**config.mk**
```make
export PLATFORM = sky130hd
export DESIGN_NAME = apmeb_top
export DESIGN_NICKNAME = d
export VERILOG_FILES = /design/src/hw/apmeb_pkg.sv /design/src/hw/apmeb_cfg_if.sv /design/src/hw/apmeb_cfg_regs.sv /design/src/hw/apmeb_top.sv
export SDC_FILE = /design/constraint.sdc
export NUM_CORES = 1
export LEC_CHECK = 0
export ABC_AREA = 1
export BUFFER_PORTS_ARGS = -buffer_cell sky130_fd_sc_hd__buf_4
export CAP_MARGIN = 20
export CORE_MARGIN = 5
export CORE_UTILIZATION = 47
export CTS_CLUSTER_DIAMETER = 150
export DETAILED_ROUTE_END_ITERATION = 8
export GPL_TIMING_DRIVEN = 0
export PLACE_DENSITY = 0.87
export SLEW_MARGIN = 20
export SYNTH_ARGS = -nofsm -noshare
export SYNTH_HDL_FRONTEND = slang
export SYNTH_SLANG_ARGS = --single-unit
```
**constraint.sdc**
```tcl
create_clock -name core_clk_in -period 1.75 [get_ports core_clk_in]
set_clock_uncertainty 0.1 [all_clocks]
set_input_delay 0.175 -clock core_clk_in [delete_from_list [all_inputs] [get_ports core_clk_in]]
set_output_delay 0.175 -clock core_clk_in [all_outputs]
set_load 0.02 [all_outputs]
```
**src/hw/apmeb_pkg.sv**
```systemverilog
package apmeb_pkg;
  // host-side block offsets
  localparam logic [2:0] OFS_STATUS_LOW = 3'h0;
  localparam logic [2:0] OFS_STATUS_HIGH = 3'h1;
  localparam logic [2:0] OFS_ENABLE_LOW = 3'h2;
  localparam logic [2:0] OFS_ENABLE_HIGH = 3'h3;
  localparam logic [2:0] OFS_CONTROL_LOW = 3'h4;
  localparam logic [2:0] OFS_CONTROL_HIGH = 3'h5;
  // configuration indices
  localparam logic [7:0] IDX_ACTIVATE = 8'h30;
  localparam logic [7:0] IDX_BASE_UPPER = 8'h60;
  localparam logic [7:0] IDX_BASE_LOWER = 8'h61;
  // controller-side addresses (low byte of the controller map)
  localparam logic [1:0] MC_STATUS = 2'h0;
  localparam logic [1:0] MC_ENABLE = 2'h1;
  localparam logic [1:0] MC_CONTROL = 2'h2;
  // status and control field positions
  localparam int BIT_POWER_BUTTON = 0;
  localparam int BIT_SLEEP_BUTTON = 1;
  localparam int BIT_ALARM = 2;
  localparam int BIT_OVERRIDE = 3;
  localparam int BIT_WAKE = 7;
  localparam int BIT_SLEEP_GO = 5;
  // writable masks and the all-zero reset value
  localparam logic [7:0] STATUS_MASK = 8'h8F;
  localparam logic [7:0] ENABLE_MASK = 8'h07;
  localparam logic [7:0] CONTROL_MASK = 8'h1E;
  localparam logic [7:0] RESET_ZERO = 8'h00;
endpackage

```
**src/hw/apmeb_cfg_if.sv**
```systemverilog
`timescale 1ns/10ps
interface apmeb_cfg_if;
  logic decode_on;
  logic [11:0] base_addr;
  modport cfg (output decode_on, output base_addr);
  modport core (input decode_on, input base_addr);
endinterface

```
**src/hw/apmeb_cfg_regs.sv**
```systemverilog
`timescale 1ns/10ps
module apmeb_cfg_regs
  import apmeb_pkg::*;
(
  input wire logic core_clk_in,
  input wire logic cfg_reset_n_in,
  input wire logic cfg_wr_in,
  input wire logic [7:0] cfg_index_in,
  input wire logic [7:0] cfg_wdata_in,
  output logic [7:0] cfg_rdata_out,
  apmeb_cfg_if.cfg cfg
);
  logic activate;
  logic [3:0] base_upper;
  logic [4:0] base_lower;
  wire wr_act = cfg_wr_in && (cfg_index_in == IDX_ACTIVATE);
  wire wr_up = cfg_wr_in && (cfg_index_in == IDX_BASE_UPPER);
  wire wr_lo = cfg_wr_in && (cfg_index_in == IDX_BASE_LOWER);
  ////////////////////////////////////////////////////////////////////////
  // config reset is the non-main reset; main supply reset leaves these alone
  always_ff @(posedge core_clk_in) begin
    if (!cfg_reset_n_in) begin
      activate <= 1'b0;
      base_upper <= 4'h0;
      base_lower <= 5'h00;
    end else begin
      if (wr_act) activate <= cfg_wdata_in[0];
      if (wr_up) base_upper <= cfg_wdata_in[3:0];
      if (wr_lo) base_lower <= cfg_wdata_in[7:3]; // low bits forced zero
    end
  end
  // readback, unused bits zero
  always_comb begin
    cfg_rdata_out = RESET_ZERO;
    if (cfg_index_in == IDX_ACTIVATE) cfg_rdata_out = {7'h00, activate};
    if (cfg_index_in == IDX_BASE_UPPER) cfg_rdata_out = {4'h0, base_upper};
    if (cfg_index_in == IDX_BASE_LOWER) cfg_rdata_out = {base_lower, 3'h0};
  end
  assign cfg.decode_on = activate;
  assign cfg.base_addr = {base_upper, base_lower, 3'h0};
endmodule

```
**src/hw/apmeb_top.sv**
```systemverilog
`timescale 1ns/10ps
// How it works
// controller sets and clears sleep button flag
// host writes sleep enable; controller reads only
// controller writes status, only reads enables
// alarm gives wake-up and optional interrupt
// clock alarm sets flag; host enables it
// host write one clears, zero keeps
// main supply reset clears all status
// status set only by event or controller
// interrupt request only while enable set
// disabled event still sets status flag
// enable bit matches status position
// decode only while activate bit set
// base 12 bits, 8-byte aligned, below 0x1000
// eight bytes: status, enable, control, reserved
// block state lives on main supply reset
// status high byte layout, bits 4-6 zero
// enable high byte bits 0-2, rest zero
// host write to high bytes interrupts controller
// sleep go: host sets, controller clears
// index 0x60 upper bits, 0x61 lower bits
// config regs reset by secondary resets only
module apmeb_top
  import apmeb_pkg::*;
(
  input wire logic core_clk_in,
  input wire logic reset_n_in,
  input wire logic cfg_reset_n_in,
  input wire logic cfg_wr_in,
  input wire logic [7:0] cfg_index_in,
  input wire logic [7:0] cfg_wdata_in,
  output logic [7:0] cfg_rdata_out,
  input wire logic io_rd_in,
  input wire logic io_wr_in,
  input wire logic [15:0] io_addr_in,
  input wire logic [7:0] io_wdata_in,
  output logic [7:0] io_rdata_out,
  output logic io_hit_out,
  input wire logic mc_wr_in,
  input wire logic [1:0] mc_addr_in,
  input wire logic [7:0] mc_wdata_in,
  output logic [7:0] mc_rdata_out,
  input wire logic alarm_event_in,
  output logic controller_interrupt_out,
  output logic host_write_irq_out,
  output logic alarm_wake_out,
  output logic [2:0] sleep_kind_out,
  output logic sleep_go_out,
  output logic override_allow_out
);
  ////////////////////////////////////////////////////////////////////////
  // configuration side
  apmeb_cfg_if cfg_bus ();
  logic [7:0] cfg_rdata;
  apmeb_cfg_regs u_cfg (
    .core_clk_in(core_clk_in),
    .cfg_reset_n_in(cfg_reset_n_in),
    .cfg_wr_in(cfg_wr_in),
    .cfg_index_in(cfg_index_in),
    .cfg_wdata_in(cfg_wdata_in),
    .cfg_rdata_out(cfg_rdata),
    .cfg(cfg_bus.cfg)
  );
  ////////////////////////////////////////////////////////////////////////
  // state, all on the main supply reset
  logic [7:0] status;
  logic [7:0] enable;
  logic [7:0] control;
  logic [7:0] next_status;
  logic [7:0] next_control;
  // host decode
  wire in_block = cfg_bus.decode_on
    && (io_addr_in[15:3] == {1'b0, cfg_bus.base_addr[11:3]});
  wire [2:0] ofs = io_addr_in[2:0];
  wire host_wr = io_wr_in && in_block;
  wire hw_status = host_wr && (ofs == OFS_STATUS_HIGH);
  wire hw_enable = host_wr && (ofs == OFS_ENABLE_HIGH);
  wire hw_control = host_wr && (ofs == OFS_CONTROL_HIGH);
  wire mw_status = mc_wr_in && (mc_addr_in == MC_STATUS);
  wire mw_control = mc_wr_in && (mc_addr_in == MC_CONTROL);
  wire [7:0] ev_set = alarm_event_in ? (8'h01 << BIT_ALARM) : 8'h00;
  ////////////////////////////////////////////////////////////////////////
  // status: controller write, host write-one-clear, then event sets win
  always_comb begin
    next_status = status;
    if (mw_status) next_status = mc_wdata_in & STATUS_MASK;
    if (hw_status) next_status = next_status & ~io_wdata_in;
    next_status = (next_status | ev_set) & STATUS_MASK;
  end
  // control: host writes type bits and may only set sleep go
  always_comb begin
    next_control = control;
    if (hw_control) begin
      next_control = (io_wdata_in & CONTROL_MASK) | (control & ~CONTROL_MASK);
      next_control[BIT_SLEEP_GO] = control[BIT_SLEEP_GO] | io_wdata_in[BIT_SLEEP_GO];
    end
    if (mw_control && mc_wdata_in[BIT_SLEEP_GO] && !io_wdata_in[BIT_SLEEP_GO]) begin
      next_control[BIT_SLEEP_GO] = 1'b0; // host set wins a same-cycle clear
    end
    if (mw_control && mc_wdata_in[BIT_SLEEP_GO] && !hw_control) begin
      next_control[BIT_SLEEP_GO] = 1'b0;
    end
  end
  ////////////////////////////////////////////////////////////////////////
  // registers; kept on the main supply reset so they survive the secondary
  always_ff @(posedge core_clk_in) begin
    if (!reset_n_in) begin
      status <= RESET_ZERO;
      enable <= RESET_ZERO;
      control <= RESET_ZERO;
    end else begin
      status <= next_status;
      if (hw_enable) enable <= io_wdata_in & ENABLE_MASK;
      control <= next_control;
    end
  end
  // host read data, reserved bytes and bits zero, sleep go hidden
  wire [7:0] host_rd_mux =
    (ofs == OFS_STATUS_HIGH) ? status :
    (ofs == OFS_ENABLE_HIGH) ? enable :
    (ofs == OFS_CONTROL_HIGH) ? (control & CONTROL_MASK) :
    RESET_ZERO;
  wire [7:0] mc_rd_mux =
    (mc_addr_in == MC_STATUS) ? status :
    (mc_addr_in == MC_ENABLE) ? enable :
    (mc_addr_in == MC_CONTROL) ? control : RESET_ZERO;
  wire [7:0] pending = next_status & enable;
  ////////////////////////////////////////////////////////////////////////
  // registered outputs
  always_ff @(posedge core_clk_in) begin
    if (!reset_n_in) begin
      io_rdata_out <= RESET_ZERO;
      io_hit_out <= 1'b0;
      mc_rdata_out <= RESET_ZERO;
      cfg_rdata_out <= RESET_ZERO;
      controller_interrupt_out <= 1'b0;
      host_write_irq_out <= 1'b0;
      alarm_wake_out <= 1'b0;
      sleep_kind_out <= 3'h0;
      sleep_go_out <= 1'b0;
      override_allow_out <= 1'b0;
    end else begin
      io_rdata_out <= (io_rd_in && in_block) ? host_rd_mux : RESET_ZERO;
      io_hit_out <= (io_rd_in || io_wr_in) && in_block;
      mc_rdata_out <= mc_rd_mux;
      cfg_rdata_out <= cfg_rdata;
      controller_interrupt_out <= |pending[2:0];
      host_write_irq_out <= hw_status || hw_enable || hw_control;
      alarm_wake_out <= next_status[BIT_ALARM]; // wake regardless of enable
      sleep_kind_out <= next_control[4:2];
      sleep_go_out <= next_control[BIT_SLEEP_GO];
      override_allow_out <= next_control[1];
    end
  end
  ////////////////////////////////////////////////////////////////////////
  // checks
  a_status_w1c_clear: assert property (@(posedge core_clk_in) disable iff (!reset_n_in)
    hw_status && io_wdata_in[BIT_SLEEP_BUTTON] && !mw_status
    |=> !status[BIT_SLEEP_BUTTON])
    else $error("host write one did not clear flag");
  a_status_w0_keep: assert property (@(posedge core_clk_in) disable iff (!reset_n_in)
    hw_status && !io_wdata_in[BIT_POWER_BUTTON] && !mw_status && status[BIT_POWER_BUTTON]
    |=> status[BIT_POWER_BUTTON])
    else $error("host write zero changed flag");
  a_alarm_sets_flag: assert property (@(posedge core_clk_in) disable iff (!reset_n_in)
    alarm_event_in |=> status[BIT_ALARM] && alarm_wake_out)
    else $error("alarm did not set flag and wake");
  a_no_spurious_set: assert property (@(posedge core_clk_in) disable iff (!reset_n_in)
    !mw_status && !alarm_event_in |=> (status & ~$past(status)) == 8'h00)
    else $error("status set without a cause");
  a_irq_needs_enable: assert property (@(posedge core_clk_in) disable iff (!reset_n_in)
    ##1 controller_interrupt_out |-> |($past(next_status[2:0]) & $past(enable[2:0])))
    else $error("interrupt without enabled flag");
  a_decode_off: assert property (@(posedge core_clk_in) disable iff (!reset_n_in)
    !cfg_bus.decode_on |=> !io_hit_out)
    else $error("block answered while inactive");
  a_sleep_go_hidden: assert property (@(posedge core_clk_in) disable iff (!reset_n_in)
    io_rd_in && in_block && ofs == OFS_CONTROL_HIGH |=> !io_rdata_out[BIT_SLEEP_GO])
    else $error("sleep go visible to host");
  a_sleep_go_sticky: assert property (@(posedge core_clk_in) disable iff (!reset_n_in)
    control[BIT_SLEEP_GO] && !mw_control |=> control[BIT_SLEEP_GO])
    else $error("sleep go cleared without controller");
  a_host_write_irq: assert property (@(posedge core_clk_in) disable iff (!reset_n_in)
    hw_enable |=> host_write_irq_out && enable == ($past(io_wdata_in) & ENABLE_MASK))
    else $error("enable write missing interrupt or value");
  a_enable_reserved: assert property (@(posedge core_clk_in) disable iff (!reset_n_in)
    enable[7:3] == 5'h00)
    else $error("reserved enable bits set");
endmodule

```
Word-level counts from Yosys, hierarchy flattened
Index checks and enable logic that the tools add are counted.
{"block": "word_totals", "word_cells": 74, "register_bits": 62, "output_inout_bits": 33}
{"block": "op_classes", "bitwise": 7, "reduce_logical": 24, "muxes": 15, "n_eq_ne": 9}
{"operator": "two-way mux 8 bit", "n": 7}
{"operator": "== test 8 x 7 -> 1 bit, second input constant", "n": 2}
{"operator": "logical AND 1 bit", "n": 15}
{"operator": "== test 13 x 9 -> 1 bit", "n": 1}
{"operator": "two-way mux 5 bit", "n": 2}
{"operator": "bitwise AND 8 bit", "n": 1}
{"operator": "== test 8 x 6 -> 1 bit, second input constant", "n": 1}
{"operator": "NOT 8 bit", "n": 1}
{"operator": "bitwise OR 5 x 8 -> 8 bit", "n": 1}
{"operator": "bitwise OR 8 x 3 -> 8 bit", "n": 1}
{"operator": "two-way mux 6 bit", "n": 1}
{"operator": "two-way mux 4 bit", "n": 1}
{"operator": "bitwise AND 3 bit", "n": 1}
{"operator": "== test 3 x 1 -> 1 bit, second input constant", "n": 1}
{"operator": "== test 3 x 2 -> 1 bit, second input constant", "n": 1}
{"operator": "== test 3 bit, second input constant", "n": 1}
{"operator": "logical OR 1 bit", "n": 3}
{"operator": "two-way mux 1 bit", "n": 3}
{"operator": "two-way mux 3 bit", "n": 1}
{"operator": "OR reduction 3 bit", "n": 1}
{"operator": "== test 2 x 1 -> 1 bit, second input constant", "n": 1}
{"operator": "== test 2 bit, second input constant", "n": 1}
{"operator": "zero test 1 bit", "n": 2}
{"operator": "zero test 2 bit", "n": 1}
{"operator": "4 further kinds", "n": 4}

Depth between registers and ports, before layout
Gate-level depths: netlist of run 1.
{"block": "logic_depth", "word_depth": 8, "mapped_depth": 13, "ltp_nobuf": 13}

Modules after synthesis
From an unflattened synthesis of run 1, not the netlist that was laid out.
{"block": "hier_totals", "cells_unflattened": 363, "area_unflattened_um2": 2427.3}
{"mod": "apmeb_top", "instances": 1, "seq_area_each_um2": 740.7, "area_per_inst_um2": 1737.9, "cells_each": 246}
{"mod": "apmeb_cfg_regs", "instances": 1, "seq_area_each_um2": 200.2, "area_per_inst_um2": 689.4, "cells_each": 117}

Worst setup path after synthesis of run 1
Ideal clock, no wire load.
{"block": "synth_path", "path_type": "flip-flop to flip-flop", "startpoint": "register u_cfg.activate (netlist: u_cfg.cfg.decode_on)", "endpoint": "register control[4]", "setup_slack_ns": 0.399, "synth_period_minus_slack_ns": 1.351, "t_required_ns": 1.531, "arrival_time_ns": 1.132, "setup_time_ns": 0.119, "stages_incl_launch_ff": 9, "cell_sequence": "dfxtp_1 > nand2_1 > nor2_1 > nand3_2 > nor2_2 > and3_4 > nand2_4 > o21ai_1 > a21oi_1"}
{"block": "synth_via", "elab_chain_cells": 4}
{"element": "from (decl)", "line": "apmeb_cfg_regs.sv:13", "source": "logic activate;"}
{"element": "from (signal assigned)", "line": "apmeb_cfg_regs.sv:27", "source": "if (wr_act) activate <= cfg_wdata_in[0];"}
{"element": "logical AND 1 bit", "line": "apmeb_top.sv:74", "source": "&& (io_addr_in[15:3] == {1'b0, cfg_bus.base_addr[11:3]});"}
{"element": "logical AND 1 bit", "line": "apmeb_top.sv:76", "source": "wire host_wr = io_wr_in && in_block;"}
{"element": "logical AND 1 bit", "line": "apmeb_top.sv:79", "source": "wire hw_control = host_wr && (ofs == OFS_CONTROL_HIGH);"}
{"element": "two-way mux 6 bit", "line": "apmeb_top.sv:94", "source": "if (hw_control) begin"}
{"element": "to (signal assigned)", "line": "apmeb_top.sv:115", "source": "control <= next_control;"}
{"element": "to (decl)", "line": "apmeb_top.sv:69", "source": "logic [7:0] control;"}
Every way passes these cells.
A chain may end at the register's enable or synchronous reset.

Final worst setup path of run 1
{"block": "layout_path", "startpoint": "input io_addr_in[1]", "endpoint": "register controller_interrupt_out"}
{"block": "layout_via", "elab_chain_cells": 6}
{"element": "from (decl)", "line": "apmeb_top.sv:36", "source": "input wire logic [15:0] io_addr_in,"}
{"element": "== test 3 x 1 -> 1 bit", "line": "apmeb_top.sv:77", "source": "wire hw_status = host_wr && (ofs == OFS_STATUS_HIGH);"}
{"element": "logical AND 1 bit", "line": "apmeb_top.sv:77"}
{"element": "two-way mux 8 bit", "line": "apmeb_top.sv:88", "source": "if (hw_status) next_status = next_status & ~io_wdata_in;"}
{"element": "bitwise OR 8 x 3 -> 8 bit", "line": "apmeb_top.sv:89", "source": "next_status = (next_status | ev_set) & STATUS_MASK;"}
{"element": "bitwise AND 3 bit", "line": "apmeb_top.sv:128", "source": "wire [7:0] pending = next_status & enable;"}
{"element": "OR reduction 3 bit", "line": "apmeb_top.sv:148", "source": "controller_interrupt_out <= |pending[2:0];"}
{"element": "to (signal assigned)", "line": "apmeb_top.sv:148"}
{"element": "to (decl)", "line": "apmeb_top.sv:45", "source": "output logic controller_interrupt_out,"}
Every way passes these cells.

==> metrics.cfg, run 1 <==
[status]
status=finished, final reports clean

[worst_setup_path]
crit_fanout=7
crit_chain=dlygate4sd3_1, buf_4, nor2_4, nand4_1, o21bai_1, nand2_1, nand3_2, nand2_1
cpPeakStageDelay_ns=0.54
crit_slowest_cell=dlygate4sd3_1
worst-setup-path-type=in -> reg
r2r_slack_ns=0.15
start_kind=primary input
cp_top_family=buffers and inverters
worst-path-buf-inv=2
crit_arrival_ns=1.71
worst-endpoint-required_ns=1.85
endpoint_kind=flop
cp_common_cell=nand2_1

[placement]
port_buffers=83
dpl_worst_slack_ns=0.223
hpwl_um=4460
gp_congestion=0.851

[yosys]
yosysWarnings=0
synthCells=292
ys_types=36
avgSynthCellArea_um2=7.23
ys_ff_latch=47
synth_area_um2=2110
ys_seq_area_share_pct=44.5

[floorplanning]
io_pins=91
fp.dieW_um=77.0
initial_utilization_pct=48.5
rows=24
dieArea_um2=5930
fp.dieH_um=77.0
core_area_um2=4350

[global_route]
grt_pass1_wl_um=9720
antenna_found_initial=0
grtUsageTotal_pct=20.0
overflow=0
grt_pass1_vias=2222
grt_max_degree=16

[route]
wl_per_cell_um=13.4
vias=2195
drtIter0Drc=144
vias_per_cell=4.97
drt-pass1-iter-count=4
drc_errors=0
drtAntennaViolNets=0
wl_um=5920

[power]
pwr_density_cell_nw_per_um2=759
leakagePower_nw=1.44
power.total_mw=2.28
ir_drop_mv=0.376

[final_layout]
diodes=0
final_common_cell=buf_4
most-common-layout-cells=buf_4, nand2_1, inv_1, dfxtp_1, nor2_1
area_growth_pct=42.2
nets=447
drive_gt1_share_pct=33.8

[sta]
finalSetupViolCount=0
period_needed_ns=1.61
setup_slack_ns=0.142
fin_crit_sh_pct=91.9
finalHoldViolCount=0
whs_ns=0.0281
slew_viol_final=0
maxClockFrequency_mhz=622

[hold_path]
hp-class=in -> reg

[cts]
clk_latency_ns=0.30
cts.reportedPaths.clkPinSlew_ns=0.09
clockBufferDepth=2
cts_tree=done
h-tree-depth=2
cts_buffers=5
cts_root_buf=clkbuf_8
cts.sinks=47

[flow_run]
drv_cap=0

registers in the layout (all words and copies together) (netlist names):
signal,cells
cfg_rdata_out,8
mc_rdata_out,7
io_rdata_out,6
control,5
status,5
u_cfg.base_lower,5
u_cfg.base_upper,4
enable,3
controller_interrupt_out,1
host_write_irq_out,1
io_hit_out,1
u_cfg.cfg.decode_on,1
path summary, 6_finish.rpt:
check,to,start,cells after the start
worst max register to register,controller_interrupt_out,u_cfg.base_lower[3],11
worst min-delay path,control[5],io_wdata_in[5],3
worst min register to register,cfg_rdata_out[5],u_cfg.base_lower[2],2
worst max-delay path,controller_interrupt_out,io_addr_in[1],8
layout make-up:
type	count	area [µm²]
clock inverters	3	67.6
clock buffers	5	68.8
repair buffers	88	668
fillers	351	1350
well taps	52	65.1
multi-input cells	185	946
inverters	57	214
flip-flops and latches	47	943
plain buffers	5	31.3
kinds of logic (layout without fill, tap and decap cells):
group / after synthesis / after routing / synth area share [%]
compound gates: 58 / 58 / 15.5
xor+xnor: 2 / 2 / 0.830
buf+inv: 62 / 158 / 11.6
flops: 47 / 47 / 44.5
mux: 1 / 1 / 0.474
other cells: 1 / 3 / 0.178
simple gates: 121 / 121 / 26.9
power breakdown:
part	switching (mW)	total (mW)	internal [mW]
clock	0.373	0.943	0.569
sequential	0.00533	1.08	1.08
combinational	0.125	0.254	0.129
what timing repair did:
| action | CTS | global route |
|---|---|---|
| hold buffers | 3 | 0 |
| buffers inserted | 0 | 2 |
| setup endpoints to repair | 0 | 1 |
| hold endpoints to repair | 3 | 0 |
| resized for setup | 0 | 6 |
metal layers:
layer  GRT usage (%)  share of wire [%]  up-vias
met2            35.4                 50       97
met5               0                  0        -
met3            5.74                8.4       19
met1            21.9                 39      966
met4            9.11                3.0        0
li1                -                  -     1113
cell usage after synthesis:
master / number / share of area (%)
a211oi_2: 1 / 0.59
a21oi_1: 23 / 5.5
a22oi_1: 2 / 0.71
a31oi_1: 2 / 0.59
and2_1: 2 / 0.59
and3_4: 1 / 0.53
buf_2: 1 / 0.24
buf_4: 3 / 1.1
clkbuf_1: 1 / 0.18
clkinv_1: 1 / 0.18
conb_1: 1 / 0.18
dfxtp_1: 47 / 45
inv_1: 45 / 8.0
inv_2: 11 / 2.0
mux2i_1: 1 / 0.47
nand2_1: 55 / 9.8
nand2_2: 3 / 0.89
nand2_4: 2 / 1.1
nand3_1: 6 / 1.4
nand3_2: 1 / 0.47
nand3b_1: 1 / 0.36
nand4_1: 5 / 1.5
nor2_1: 34 / 6.0
nor2_2: 5 / 1.5
nor2_4: 1 / 0.53
nor3_1: 1 / 0.24
nor3_2: 3 / 1.4
nor4_2: 1 / 0.59
o211ai_1: 2 / 0.71
o21ai_0: 8 / 1.9
o21ai_1: 12 / 2.8
o21bai_1: 1 / 0.36
o221ai_1: 1 / 0.41
o22ai_1: 5 / 1.5
o32ai_1: 1 / 0.41
xnor2_1: 2 / 0.83
tightest hold or removal path, stage by stage:
cell,delay [ns]
buf_4,0.08
a31oi_1,0.07
nor2_1,0.07
per-stage QoR:
stage               instance area, µm²  utilization, %  std cells   TNS, ns
floorplan                         2120               -        294         0
global placement                  2810            64.5        429         0
detailed placement                2810            64.5        429         0
CTS                               2970            68.3        440         0
global route                      3000            69.0        442  -0.00786
finish                            3000            69.0        442         0
(Power assumes the default switching activity.)
==> run 2, diff against run 1 <==
--- a/config.mk
+++ b/config.mk
@@ -5,7 +5,7 @@
 export SDC_FILE = /design/constraint.sdc
 export NUM_CORES = 1
 export LEC_CHECK = 0
-export ABC_AREA = 1
+export ABC_AREA = 0
 export BUFFER_PORTS_ARGS = -buffer_cell sky130_fd_sc_hd__buf_4
 export CAP_MARGIN = 20
 export CORE_MARGIN = 5
==> metrics.cfg, run 2 <==
[cts]
cts.reportedPaths.clkPinSlew_ns=0.09  ; about the same
cts_buffers=5  ; unchanged
clockBufferDepth=2  ; unchanged
h-tree-depth=2  ; unchanged
cts.sinks=47  ; unchanged
cts_tree=done
clk_latency_ns=0.31  ; about the same
cts_root_buf=clkbuf_8

[yosys]
ys_types=42  ; +17%
synthCells=219  ; -25%
synth-simple-area-share_pct=27.7  ; +0.79 points
synth-adder-area-share_pct=0  ; unchanged
ys.flop_type=dfxtp_1
ys_seq_area_share_pct=45.2  ; +0.62 points
yosys-top-cells-count=dfxtp_1, nand2_1, mux2i_1
synth_xor_area_share_pct=3.78  ; +3.0 points
synth_area_leaders=dfxtp_1, mux2i_1, nand2_1
synth_top_family_by_area=simple AND/OR/NAND/NOR gates
yosysWarnings=0  ; unchanged
avgSynthCellArea_um2=9.51  ; +32%
ys_ff_latch=47  ; unchanged
synth_top_area_cell=dfxtp_1
async_flop_share_pct=0  ; unchanged
yosys.area.top_type_share_pct=45.2  ; +0.62 points
synthMuxAreaShare_pct=11.7  ; +11 points
synth_most_common_cell=dfxtp_1
synth_edf_count=0  ; unchanged
synth_area_um2=2080  ; -1.4%
synth-compound-area-share_pct=8.05  ; -7.4 points

[global_route]
antenna_found_initial=0  ; unchanged
grt_pass1_vias=1962  ; -12%
grt_max_degree=16  ; unchanged
grt_pass1_wl_um=8910  ; -8.4%
grtUsageTotal_pct=18.5  ; -1.6 points
overflow=0  ; unchanged

[placement]
gp_congestion=0.870  ; +2.3%
port_buffers=80  ; -3.6%
hpwl_um=4090  ; -8.3%
dpl_worst_slack_ns=-0.338  ; -0.561 ns

[sta]
finalSetupViolCount=21  ; +21
slew_viol_final=0  ; unchanged
setup_slack_ns=-0.265  ; -0.407 ns
relSlewSlack_pct=58.1
period_needed_ns=2.02  ; +0.407 ns
maxClockFrequency_mhz=496  ; -20%
rsz0062_at_grt=yes
finalHoldViolCount=0  ; unchanged
worst_slew_pin_slew_ns=0.629
fin_crit_sh_pct=115  ; +23 points

[route]
drc_errors=0  ; unchanged
drtIter0Drc=124  ; -14%
drtAntennaViolNets=0  ; unchanged
wl_um=5550  ; -6.3%
vias=1936  ; -12%
vias_per_cell=5.16  ; +4.0%
wl_per_cell_um=14.8  ; +10%
drt-pass1-iter-count=4  ; unchanged

[final_layout]
drive_gt1_share_pct=39.6  ; +5.8 points
final_common_cell=buf_4
diodes=0  ; unchanged
area_growth_pct=46.7
nets=380  ; -15%
top_register=cfg_rdata_out
reg.largest.list=cfg_rdata_out x8, mc_rdata_out x7, io_rdata_out x6
most-common-layout-cells=buf_4, dfxtp_1, nand2_1
largest_register_ffs=8  ; unchanged

[worst_setup_path]
endpoint_kind=flop
crit_arrival_ns=2.15  ; +0.44 ns
ff2ff_path_depth=6  ; -5
start_kind=flop
r2r-start=u_cfg.base_lower[1]
worst-setup-path-type=reg -> reg
worst-endpoint-required_ns=1.89  ; +0.04 ns
crit_fanout=7  ; unchanged
r2r_end=io_rdata_out[7]
r2r_slack_ns=-0.27  ; -0.42 ns

[status]
status=finished, violations left
violations=setup timing

[floorplanning]
fp.dieW_um=76.6  ; -0.60%
rows=24  ; unchanged
initial_utilization_pct=48.2  ; -0.33 points
fp.dieH_um=76.6  ; -0.60%
core_area_um2=4320  ; -0.69%
dieArea_um2=5860  ; -1.2%
io_pins=91  ; unchanged

[hold_path]
whs_endpoint=control[4]
holdPathStages=3  ; unchanged
min-delay-start=io_wdata_in[4]
hp-class=in -> reg

[flow_run]
drv_cap=0  ; unchanged

[power]
power.total_mw=1.99  ; -13%
ir_drop_mv=0.437  ; +16%
pwr_density_cell_nw_per_um2=651  ; -14%
leakagePower_nw=1.36  ; -5.5%

-- run 2: changes by cell type in the layout (fill, tap and decap cells not counted), sizes merged, moves of 5 or more --
| cell | before | now |
|---|---|---|
| inv | 56 | 7 |
| nand2 | 60 | 28 |
| nor2 | 40 | 16 |
| mux2i | 1 | 22 |
| o21ai | 20 | 3 |
| a21oi | 23 | 7 |
| nor2b | 0 | 12 |
| clkbuf | 6 | 12 |
| xor2 | 0 | 6 |
| and3 | 1 | 6 |
| o22ai | 5 | 0 |
-- run 2: layout make-up --
class	instances	area, µm²
Timing Repair Buffer	94	731
Inverter	6	22.5
Clock buffer	5	68.8
Buffer	10	50.0
Multi-Input combinational cell	158	1150
Sequential cell	47	952
Clock inverter	3	18.8
Fill cell	342	1270
Tap cell	52	65.1
-- run 2: kinds of logic (layout without fill, tap and decap cells) --
logic type	count (synthesis)	in the layout
flops	47	47
other cells	1	3
xor+xnor	9	9
simple gates	97	97
compound gates	25	25
buf+inv	16	118
mux	24	24
-- run 2: metrics by stage --
step / hold WS [ns] / setup TNS, ns / area, µm² / cells / util, %
2_1_floorplan: 0.146 / -1.09 / 2110 / 221 / -
3_3_place_gp: 0.256 / -6.27 / 2770 / 353 / 64.1
3_5_place_dp: 0.255 / -6.65 / 2770 / 353 / 64.1
4_1_cts: 0.0112 / -2.90 / 2980 / 373 / 68.9
5_1_grt: 0.0181 / -4.95 / 3060 / 375 / 70.7
6_report: 0.0215 / -2.92 / 3060 / 375 / 70.7
-- run 2: routing by layer --
layer / GRT usage [%] / vias to the layer above / share of wire, % / wire length [µm]
met5: 0 / - / 0 / 0
met4: 6.12 / 0 / 1.5 / 81
met3: 6.86 / 7 / 8.0 / 441
met2: 31.3 / 87 / 51 / 2830
met1: 21.3 / 887 / 40 / 2200
li1: - / 955 / - / -
-- run 2: where the power goes --
group          leakage [nW]  switching, mW  internal (mW)
combinational         0.930          0.111          0.137
sequential            0.382        0.00541           1.07
clock                0.0483          0.383          0.282
total                  1.36          0.500           1.49
-- run 2: how the worst max path moves through the flow --
stage / end / startpoint / slack, ns / depth (start not counted)
after global placement: io_rdata_out[4] / u_cfg.base_lower[1] / -0.32 / 5
after floorplan: io_rdata_out[4] / u_cfg.base_lower[1] / -0.12 / 5
final: io_rdata_out[7] / u_cfg.base_lower[1] / -0.27 / 6
after detailed placement: io_rdata_out[7] / u_cfg.base_lower[1] / -0.34 / 5
after global routing: io_rdata_out[7] / u_cfg.base_lower[1] / -0.37 / 6
after CTS: io_rdata_out[7] / u_cfg.base_lower[1] / -0.27 / 6
-- run 2: repair_timing --
action,CTS,global route
endpoints found under the setup margin,22,26
pin swaps,4,7
hold buffers,7,0
buffers inserted,5,2
hold endpoints to repair,7,0
gates resized for setup,4,15
-- run 2: critical path: stages (launching register included) --
cell and delay [ns]:
dfxtp_2 0.33, xor2_1 0.15, or4_4 0.55, nor4b_4 0.29
buf_6 0.17, nand4_1 0.15, nor3b_2 0.21
